### src/core/afd_defines.svh
// Register offsets, field positions and reset values of the ALU and flags datapath
`ifndef AFD_DEFINES_SVH
`define AFD_DEFINES_SVH

// Wishbone register byte offsets
`define AFD_REG_ACC 8'h00
`define AFD_REG_FLAGS 8'h04
`define AFD_REG_RESULT 8'h08

// Flag word bit positions
`define AFD_FLAG_CARRY 0
`define AFD_FLAG_ZERO 1
`define AFD_FLAG_BRANCH 2
`define AFD_FLAG_USER 3

// Result register fields
`define AFD_RES_C 4
`define AFD_RES_Z 5

// Reset values, and the zero nibble that the zero indication tests against
`define AFD_ACC_RST 4'h0
`define AFD_SF_RST 1'b1
`define AFD_NIBBLE_ZERO 4'h0

`endif

### src/core/afd_pkg.sv
// Types shared by the ALU and flags datapath and its users
`default_nettype none

package afd_pkg;

    // Operation selected by the instruction decoder
    typedef enum logic [4:0] {
        AFD_OP_NOP,
        AFD_OP_LOAD,
        AFD_OP_INPUT,
        AFD_OP_STORE,
        AFD_OP_ADD,
        AFD_OP_ADD_WITH_CARRY_OP,
        AFD_OP_REVERSE_SUBTRACT_WITH_CARRY_OP,
        AFD_OP_COMPARE_OP,
        AFD_OP_AND,
        AFD_OP_OR,
        AFD_OP_XOR,
        AFD_OP_INC,
        AFD_OP_DEC,
        AFD_OP_ROTATE_LEFT_THROUGH_CARRY,
        AFD_OP_ROTATE_RIGHT_THROUGH_CARRY,
        AFD_OP_COPY_CARRY_AND_SET_OP,
        AFD_OP_COPY_INVERTED_CARRY_AND_CLEAR_OP,
        AFD_OP_SET_GF,
        AFD_OP_CLR_GF,
        AFD_OP_TEST_GF,
        AFD_OP_BRANCH,
        AFD_OP_INT_ACK,
        AFD_OP_INTERRUPT_RETURN_OP
    } afd_op_t;

    // Complete registered state of the datapath
    typedef struct packed {
        logic [3:0] acc;
        logic carry_flag;
        logic zero_flag;
        logic branch_condition_flag;
        logic user_flag;
        logic [3:0] result;
        logic alu_carry;
        logic alu_zero;
        logic branch_taken;
        logic push_valid;
        logic [3:0] push_flags;
        logic done;
        logic ack;
        logic [31:0] rdata;
    } afd_state_t;

endpackage

`default_nettype wire

### src/core/afd_datapath.sv
// ALU, accumulator and condition flags with a Wishbone register window
//
// Register access over Wishbone and the placing of the registers were chosen for this implementation.
`include "afd_defines.svh"
`default_nettype none

module afd_datapath (
    input wire logic mclk, // Core clock, 250 MHz
    input wire logic resetn, // Asynchronous reset, active low
    input wire logic instr_valid, // One-cycle strobe: execute instr_op now
    input wire afd_pkg::afd_op_t instr_op, // Operation from the decoder
    input wire logic [3:0] operand, // Memory, immediate or port nibble
    input wire logic [3:0] restore_flags, // Flags popped from stack for return
    output logic [3:0] acc_out, // Accumulator contents
    output logic [3:0] result_out, // Last ALU or move result
    output logic alu_carry_out, // Last carry indication
    output logic alu_zero_out, // Last zero indication
    output logic carry_flag, // Carry flag
    output logic zero_flag, // Zero flag
    output logic branch_condition_flag, // Branch-condition flag
    output logic user_flag, // General-purpose user flag
    output logic branch_taken, // Pulse: branch is taken
    output logic flags_push_valid, // Pulse: flags word to push on stack
    output logic [3:0] flags_push_data, // Flags word to push
    output logic instr_done, // Pulse: instruction completed
    input wire logic wb_cyc_i, // Wishbone cycle
    input wire logic wb_stb_i, // Wishbone strobe
    input wire logic wb_we_i, // Wishbone write enable
    input wire logic [7:0] wb_adr_i, // Wishbone byte address
    input wire logic [3:0] wb_sel_i, // Wishbone byte selects
    input wire logic [31:0] wb_dat_i, // Wishbone write data
    output logic [31:0] wb_dat_o, // Wishbone read data
    output logic wb_ack_o // Wishbone acknowledge
);

    afd_pkg::afd_state_t st_ff;
    afd_pkg::afd_state_t nxt_st;

    // ALU operand and result wires
    logic [3:0] alu_a;
    logic [3:0] alu_b;
    logic alu_cin;
    logic [4:0] alu_sum;
    logic [3:0] res;
    logic res_c;
    logic res_z;
    logic bus_req;
    logic bus_wr_lo;
    logic [3:0] flags_now;

    // Adder core: carry out of bit 3 lands in bit 4
    assign alu_sum = {1'b0, alu_a} + {1'b0, alu_b} + {4'h0, alu_cin};

    // New request not yet answered; ack drops the cycle after it is given
    assign bus_req = wb_cyc_i && wb_stb_i && !st_ff.ack;
    assign bus_wr_lo = bus_req && wb_we_i && wb_sel_i[0];

    assign flags_now = {st_ff.user_flag, st_ff.branch_condition_flag,
                        st_ff.zero_flag, st_ff.carry_flag};

    // Operand steering and result selection
    always_comb begin
        alu_a = st_ff.acc;
        alu_b = operand;
        alu_cin = 1'b0;
        res = alu_sum[3:0];
        res_c = alu_sum[4];
        case (instr_op)
            afd_pkg::AFD_OP_ADD_WITH_CARRY_OP: begin
                alu_cin = st_ff.carry_flag;
            end
            afd_pkg::AFD_OP_REVERSE_SUBTRACT_WITH_CARRY_OP: begin
                // Operand minus accumulator as operand plus inverted acc plus carry
                alu_a = operand;
                alu_b = ~st_ff.acc;
                alu_cin = st_ff.carry_flag;
            end
            afd_pkg::AFD_OP_COMPARE_OP: begin
                alu_a = operand;
                alu_b = ~st_ff.acc;
                alu_cin = 1'b1;
            end
            afd_pkg::AFD_OP_INC: begin
                alu_b = 4'h1;
            end
            afd_pkg::AFD_OP_DEC: begin
                alu_b = 4'hF; // Adding all ones: carry 1 means no borrow
            end
            afd_pkg::AFD_OP_AND: begin
                res = st_ff.acc & operand;
                res_c = 1'b0;
            end
            afd_pkg::AFD_OP_OR: begin
                res = st_ff.acc | operand;
                res_c = 1'b0;
            end
            afd_pkg::AFD_OP_XOR: begin
                res = st_ff.acc ^ operand;
                res_c = 1'b0;
            end
            afd_pkg::AFD_OP_ROTATE_LEFT_THROUGH_CARRY: begin
                res = {st_ff.acc[2:0], st_ff.carry_flag};
                res_c = st_ff.acc[3];
            end
            afd_pkg::AFD_OP_ROTATE_RIGHT_THROUGH_CARRY: begin
                res = {st_ff.carry_flag, st_ff.acc[3:1]};
                res_c = st_ff.acc[0];
            end
            afd_pkg::AFD_OP_LOAD, afd_pkg::AFD_OP_INPUT: begin
                res = operand;
                res_c = 1'b0;
            end
            afd_pkg::AFD_OP_STORE: begin
                res = st_ff.acc; // Value moved to data memory
                res_c = 1'b0;
            end
            default: begin
                res = alu_sum[3:0];
                res_c = alu_sum[4];
            end
        endcase
        res_z = (res == `AFD_NIBBLE_ZERO);
    end

    // Next state: instruction effects, then bus access
    always_comb begin
        nxt_st = st_ff; // Anything not named holds its value
        nxt_st.branch_taken = 1'b0;
        nxt_st.push_valid = 1'b0;
        nxt_st.done = 1'b0;
        nxt_st.ack = bus_req;
        nxt_st.rdata = 32'h0000_0000;

        if (instr_valid) begin
            nxt_st.done = 1'b1;
            case (instr_op)
                afd_pkg::AFD_OP_LOAD, afd_pkg::AFD_OP_INPUT: begin
                    nxt_st.acc = res;
                    nxt_st.result = res;
                    nxt_st.alu_carry = res_c;
                    nxt_st.alu_zero = res_z;
                    nxt_st.zero_flag = res_z;
                    nxt_st.branch_condition_flag = 1'b1;
                end
                afd_pkg::AFD_OP_STORE: begin
                    // Zero indication shown, but the zero flag is not a target here
                    nxt_st.result = res;
                    nxt_st.alu_carry = res_c;
                    nxt_st.alu_zero = res_z;
                    nxt_st.branch_condition_flag = 1'b1;
                end
                afd_pkg::AFD_OP_ADD, afd_pkg::AFD_OP_INC, afd_pkg::AFD_OP_AND,
                afd_pkg::AFD_OP_OR, afd_pkg::AFD_OP_XOR: begin
                    nxt_st.acc = res;
                    nxt_st.result = res;
                    nxt_st.alu_carry = res_c;
                    nxt_st.alu_zero = res_z;
                    nxt_st.zero_flag = res_z;
                    // Overflow of ADD or INC, or a zero AND, OR or XOR result, arms the next branch as a skip
                    nxt_st.branch_condition_flag =
                        (instr_op == afd_pkg::AFD_OP_AND || instr_op == afd_pkg::AFD_OP_OR
                         || instr_op == afd_pkg::AFD_OP_XOR) ? ~res_z : ~res_c;
                end
                afd_pkg::AFD_OP_DEC: begin
                    nxt_st.acc = res;
                    nxt_st.result = res;
                    nxt_st.alu_carry = res_c;
                    nxt_st.alu_zero = res_z;
                    nxt_st.zero_flag = res_z;
                    nxt_st.branch_condition_flag = res_c; // Clear on underflow
                end
                afd_pkg::AFD_OP_ADD_WITH_CARRY_OP, afd_pkg::AFD_OP_REVERSE_SUBTRACT_WITH_CARRY_OP,
                afd_pkg::AFD_OP_ROTATE_LEFT_THROUGH_CARRY, afd_pkg::AFD_OP_ROTATE_RIGHT_THROUGH_CARRY: begin
                    nxt_st.acc = res;
                    nxt_st.result = res;
                    nxt_st.alu_carry = res_c;
                    nxt_st.alu_zero = res_z;
                    nxt_st.carry_flag = res_c;
                    nxt_st.zero_flag = res_z;
                    nxt_st.branch_condition_flag = ~res_c;
                end
                afd_pkg::AFD_OP_COMPARE_OP: begin
                    // Accumulator and user flag untouched; only the carry, zero and branch flags and the result, carry and zero indications reflect the comparison
                    nxt_st.result = res;
                    nxt_st.alu_carry = res_c;
                    nxt_st.alu_zero = res_z;
                    nxt_st.carry_flag = res_c;
                    nxt_st.zero_flag = res_z;
                    nxt_st.branch_condition_flag = ~res_z;
                end
                afd_pkg::AFD_OP_COPY_CARRY_AND_SET_OP: begin
                    nxt_st.branch_condition_flag = st_ff.carry_flag;
                    nxt_st.carry_flag = 1'b1;
                end
                afd_pkg::AFD_OP_COPY_INVERTED_CARRY_AND_CLEAR_OP: begin
                    nxt_st.branch_condition_flag = ~st_ff.carry_flag;
                    nxt_st.carry_flag = 1'b0;
                end
                afd_pkg::AFD_OP_SET_GF: begin
                    nxt_st.user_flag = 1'b1;
                    nxt_st.branch_condition_flag = 1'b1;
                end
                afd_pkg::AFD_OP_CLR_GF: begin
                    nxt_st.user_flag = 1'b0;
                    nxt_st.branch_condition_flag = 1'b1;
                end
                afd_pkg::AFD_OP_TEST_GF: begin
                    nxt_st.branch_condition_flag = st_ff.user_flag;
                end
                afd_pkg::AFD_OP_BRANCH: begin
                    // Taken only on a set flag; the flag then returns to rest at 1
                    nxt_st.branch_taken = st_ff.branch_condition_flag;
                    nxt_st.branch_condition_flag = 1'b1;
                end
                afd_pkg::AFD_OP_INT_ACK: begin
                    nxt_st.push_valid = 1'b1;
                    nxt_st.push_flags = flags_now;
                end
                afd_pkg::AFD_OP_INTERRUPT_RETURN_OP: begin
                    nxt_st.carry_flag = restore_flags[`AFD_FLAG_CARRY];
                    nxt_st.zero_flag = restore_flags[`AFD_FLAG_ZERO];
                    nxt_st.branch_condition_flag = restore_flags[`AFD_FLAG_BRANCH];
                    nxt_st.user_flag = restore_flags[`AFD_FLAG_USER];
                end
                default: begin
                    nxt_st.done = 1'b1;
                end
            endcase
        end

        // Software writes override a same-cycle instruction so a debugger wins
        if (bus_wr_lo) begin
            case (wb_adr_i)
                `AFD_REG_ACC: begin
                    nxt_st.acc = wb_dat_i[3:0];
                end
                `AFD_REG_FLAGS: begin
                    nxt_st.carry_flag = wb_dat_i[`AFD_FLAG_CARRY];
                    nxt_st.zero_flag = wb_dat_i[`AFD_FLAG_ZERO];
                    nxt_st.branch_condition_flag = wb_dat_i[`AFD_FLAG_BRANCH];
                    nxt_st.user_flag = wb_dat_i[`AFD_FLAG_USER];
                end
                default: begin
                    nxt_st.rdata = 32'h0000_0000; // Unmapped or read-only: ignored
                end
            endcase
        end

        // Read data sampled from the state before this edge
        if (bus_req && !wb_we_i) begin
            case (wb_adr_i)
                `AFD_REG_ACC: begin
                    nxt_st.rdata = {28'h000_0000, st_ff.acc};
                end
                `AFD_REG_FLAGS: begin
                    nxt_st.rdata = {28'h000_0000, flags_now};
                end
                `AFD_REG_RESULT: begin
                    nxt_st.rdata = {26'h000_0000, st_ff.alu_zero, st_ff.alu_carry,
                                    st_ff.result};
                end
                default: begin
                    nxt_st.rdata = 32'h0000_0000;
                end
            endcase
        end
    end

    // State register; carry, zero and user flags deliberately survive reset
    always_ff @(posedge mclk or negedge resetn) begin
        if (!resetn) begin
            st_ff.acc <= `AFD_ACC_RST;
            st_ff.branch_condition_flag <= `AFD_SF_RST;
            st_ff.result <= 4'h0;
            st_ff.alu_carry <= 1'b0;
            st_ff.alu_zero <= 1'b0;
            st_ff.branch_taken <= 1'b0;
            st_ff.push_valid <= 1'b0;
            st_ff.push_flags <= 4'h0;
            st_ff.done <= 1'b0;
            st_ff.ack <= 1'b0;
            st_ff.rdata <= 32'h0000_0000;
        end else begin
            st_ff <= nxt_st;
        end
    end

    // Outputs straight from the state register
    assign acc_out = st_ff.acc;
    assign result_out = st_ff.result;
    assign alu_carry_out = st_ff.alu_carry;
    assign alu_zero_out = st_ff.alu_zero;
    assign carry_flag = st_ff.carry_flag;
    assign zero_flag = st_ff.zero_flag;
    assign branch_condition_flag = st_ff.branch_condition_flag;
    assign user_flag = st_ff.user_flag;
    assign branch_taken = st_ff.branch_taken;
    assign flags_push_valid = st_ff.push_valid;
    assign flags_push_data = st_ff.push_flags;
    assign instr_done = st_ff.done;
    assign wb_dat_o = st_ff.rdata;
    assign wb_ack_o = st_ff.ack;

endmodule // afd_datapath

`default_nettype wire

### config.mk
export PLATFORM = sky130hd
export DESIGN_NAME = afd_datapath
export DESIGN_NICKNAME = d
export VERILOG_FILES = /design/src/core/afd_pkg.sv /design/src/core/afd_datapath.sv
export VERILOG_INCLUDE_DIRS = /design/src /design/src/core
export SDC_FILE = /design/constraint.sdc
export NUM_CORES = 1
export LEC_CHECK = 0
export BUFFER_PORTS_ARGS = -buffer_cell sky130_fd_sc_hd__buf_2
export CAP_MARGIN = 20
export CORE_MARGIN = 5
export CORE_UTILIZATION = 45
export CTS_CLUSTER_SIZE = 24
export DETAILED_ROUTE_END_ITERATION = 16
export GPL_ROUTABILITY_DRIVEN = 1
export PLACE_DENSITY = 0.77
export SKIP_CTS_REPAIR_TIMING = 1
export SYNTH_ARGS = -nofsm -noshare
export SYNTH_HDL_FRONTEND = slang
export SYNTH_SLANG_ARGS = --single-unit
### constraint.sdc
create_clock -name mclk -period 2.8 [get_ports mclk]
set_input_delay 0.28 -clock mclk [delete_from_list [all_inputs] [get_ports mclk]]
set_output_delay 0.28 -clock mclk [all_outputs]
set_load 0.05 [all_outputs]
==> run summary <==
The initial standard-cell utilization of the core is 0.469. The pin count of the biggest net entering global routing came out at 29. The final critical path time including I/O delays and setup came out at about 2800 ps. The largest family of logic cells by synthesized area is compound AO/OA/AOI/OAI gates. Setup repair after global routing could not meet its margin everywhere. At the pin with the least slew margin, the transition time is a little over 700 ps. The remaining global-route overflow is 0. The count of synthesis-stage warnings from yosys came out at 0. The netlist area before placement came out at 0.00263 mm^2. The startpoint identified for the worst register-to-register timing path is carry_flag$_DFFE_PP_. Pin placement for this block handled 117 I/O pins. The achievable frequency is between 0.3 and 0.4 GHz.

In the layout the commonest cells are 59 x sky130_fd_sc_hd__buf_2, 45 x sky130_fd_sc_hd__buf_4, 28 x sky130_fd_sc_hd__nor2_1, 26 x sky130_fd_sc_hd__conb_1. In this run the critical register-to-register path is captured at carry_flag$_DFFE_PP_. The prevailing post-synth register cell is sky130_fd_sc_hd__dfrtp_1. Leaving out fill and tap cells, the most frequent cell in the layout is sky130_fd_sc_hd__buf_2. For this run, the total global-route usage over all layers was measured as 0.209.

The buffer type at the clock tree root is sky130_fd_sc_hd__clkbuf_8. The number of antenna violations at the first check in global routing came out at 0. The share of flip-flops with an asynchronous set or reset is 0.893. The number of different library cells used by synthesis comes to 68.

The critical path goes through inv_2 > maj3_2 > nor4_4 > fa_2 > inv_2 > fa_2 > nor2b_4 > o21ai_2 > nand3b_1 > buf_4 > a31oi_2 > a31oi_1 > mux2_4. Of the total synthesized cell area, the portion taken by AND, OR, NAND and NOR gates is 0.220. Clock-pin slew was measured on the worst setup and hold paths at 90 ps. The register-to-register setup slack is roughly 11 ps. The routed layout has 2,729 vias. The post-synthesis area per instance came out at 8.23 um^2. The number of setup violations in the final report came out at 0. The tightest min-delay check is of the primary input to async pin type. The count of flip-flops with a built-in enable after synthesis is 3.

The cell count of the worst reg-to-reg path is 13. The H-tree level count is 1. The worst setup path is launched from a flop.

The critical path starts at carry_flag$_DFFE_PP_. The total die area is roughly 0.0075 mm^2. The die is ~86 um wide. The number of slew-limit violations in the final report is 0. No sink is reached through more buffers than the 2 on the longest clock path. The residual DRC count came out at 0. For this block, the initial DRC count from the detailed router was 165. For this run, the register share of the synthesized area comes to 0.272.

The remaining max-slew budget at the tightest pin came out at 0.517. The multiplexer share of the synthesized area came out at 0.0727. After synthesis the netlist holds a flip-flop and latch count of 28.

The tool flagged a number of max-cap violations equal to 0. The power per cell area is approximately 680 mW/mm^2. STA puts the critical path data arrival time at 2940 ps.

The share of layout cells above drive strength 1 is 0.345. The number of buffers created by CTS is 3. In this run the standard cell core region covers between 0.005 and 0.006 mm^2. The count of buffers inserted at the top-level ports is 59. The post-synthesis adder-cell area fraction is 0.0713.

At the end of the flow the core is filled with cells to 0.589. The global-route wire length before repair is 12,700 um. The initialized floorplan defines 27 standard-cell rows. The critical path is of the flop to flop type. In the synthesized netlist, the number of instances is 320. The final wirelength came out at a little over 8000 um. The final hold violation count came to 0. The worst clock skew came out at 3.38 ps. The highest-delay cell along the critical path is sky130_fd_sc_hd__edfxtp_1. VDD sags by at most 321 uV. The via count of the first global-routing pass came out at 2,578. 0 antenna diodes ended up in the layout.

The first detailed-routing pass took 5 iterations. In the final design database the tool counted 486 nets. The top-area cell type share of the netlist area came out at 0.228. The routed length per placed instance is 17.0 um.

Adding up every negative setup slack in the final design gives 0 ps. The die height is ~86 um. The number of clock sinks seen by CTS is 28. The static power due to leakage came out at roughly 1.6 nW. The fraction of the mapped netlist area in compound gates is 0.227. The portion of the clock cycle consumed by the worst path in the final layout is 0.996. The number of vias per cell came out at about 5.7.

The post-DP HPWL came out at 6270 um. The clock insertion delay at the later pin of the skew report is between 200 and 300 ps. The run finished with clean final reports. The most critical setup path has its endpoint at carry_flag$_DFFE_PP_.

The cell taking the most area after synthesis is sky130_fd_sc_hd__dfrtp_1. The peak per-stage delay on the critical path came out at 380 ps. The highest net fanout along the worst path came out at 2.

The number of antenna-violating nets in the routed design is 0. The global placer's final weighted congestion came out at 0.923. The clock tree from TritonCTS is built. The endpoint kind of the worst setup timing path is a flop.

The area growth from synthesis to layout is 25.6%. The required time at the endpoint of the critical path is 2950 ps. The parity-gate share of the synthesized area counting xor and xnor cells came out at 0.00665.

By area the synthesized netlist is led by sky130_fd_sc_hd__dfrtp_1 23%, sky130_fd_sc_hd__buf_4 7.4%, sky130_fd_sc_hd__ha_1 5.2%.
-- layer usage --
metal  wire length (um)  up-vias  track usage  share of wire
met5                  0        -            0              0
met3                611       21       0.0257          0.075
met4                197        0       0.0552          0.024
met2               4090      128        0.356           0.50
li1                   -     1274            -              -
met1               3260     1306        0.278           0.40
-- registers in the layout (all words and copies together), names as in the netlist --
name / count
alu_zero_out: 1
zero_flag: 1
wb_dat_o: 6
branch_condition_flag: 1
flags_push_valid: 1
alu_carry_out: 1
branch_taken: 1
wb_ack_o: 1
user_flag: 1
flags_push_data: 4
acc_out: 4
carry_flag: 1
instr_done: 1
result_out: 4
-- worst min-delay path by stage --
stage               startpoint                        endpoint  slack (ps)  cells after the start
floorplan               resetn            acc_out[0]$_DFF_PN0_         -20                      0
global placement        resetn  flags_push_data[0]$_DFFE_PN0P_         320                      1
detailed placement      resetn  flags_push_data[3]$_DFFE_PN0P_         330                      1
CTS                     resetn  flags_push_data[3]$_DFFE_PN0P_          30                      1
global route            resetn           wb_dat_o[0]$_DFF_PN0_          60                      1
finish                  resetn  flags_push_data[3]$_DFFE_PN0P_          20                      1
-- synthesized netlist by cell type, types with 5 or more instances --
library cell               count
sky130_fd_sc_hd__nand2_1      22
sky130_fd_sc_hd__dfrtp_1      24
sky130_fd_sc_hd__o21ai_0      19
sky130_fd_sc_hd__inv_1        16
sky130_fd_sc_hd__ha_1         11
sky130_fd_sc_hd__mux2_2        9
sky130_fd_sc_hd__nand3_1       6
sky130_fd_sc_hd__buf_4        26
sky130_fd_sc_hd__nand3b_1      6
sky130_fd_sc_hd__a21o_1        5
sky130_fd_sc_hd__nor2_1       28
sky130_fd_sc_hd__nor2b_1       9
sky130_fd_sc_hd__clkbuf_1     12
sky130_fd_sc_hd__a21oi_1      25
sky130_fd_sc_hd__mux2i_1       9
sky130_fd_sc_hd__nor4_1        6
sky130_fd_sc_hd__a211oi_1      5
-- worst max-delay path: cells and delay by family, from the launching register on --
kind,cells,cell delay [ps]
compound gates,3,310
fa+ha+maj,3,940
buf+inv,3,240
flops,1,380
mux,1,160
simple gates,3,640
-- cell type report --
cell class | instances | area [um^2]
well taps | 72 | 90.1
flip-flops and latches | 28 | 717
clock buffers | 3 | 41.3
repair buffers | 104 | 633
fillers | 540 | 2300
multi-input cells | 256 | 1760
inverters | 17 | 65.1
clock inverters | 1 | 3.75
-- cell families after synthesis --
kind of cell | Yosys count
multiplexers | 18
other | 1
buffers and inverters | 61
adder cells (fa/ha/maj) | 14
AND/OR/NAND/NOR | 108
AO/OA/AOI/OAI | 88
XOR/XNOR | 2
flip-flops | 28
-- report_power, final --
| group | internal [W] | total, W | switching, W | leakage, nW |
|---|---|---|---|---|
| sequential | 0.000503 | 0.000579 | 0.0000767 | 0.348 |
| clock | 0.0000985 | 0.000220 | 0.000122 | 0.0231 |
| combinational | 0.000510 | 0.00145 | 0.000937 | 1.24 |
-- metrics by stage --
stage                     setup WS, ps  power (W)  area (um^2)  hold WS (ps)  std cells
after CTS                        -56.1    0.00215         3210          30.7        477
after detailed placement          -256    0.00193         3170           326        473
after global placement            -145    0.00189         3170           317        473
after global routing              -141    0.00238         3310          56.2        481
after floorplan                   -187    0.00151         2780         -15.6        345
final                             11.4    0.00225         3310          16.9        481
No activity file was read; power rests on OpenSTA's default activity.
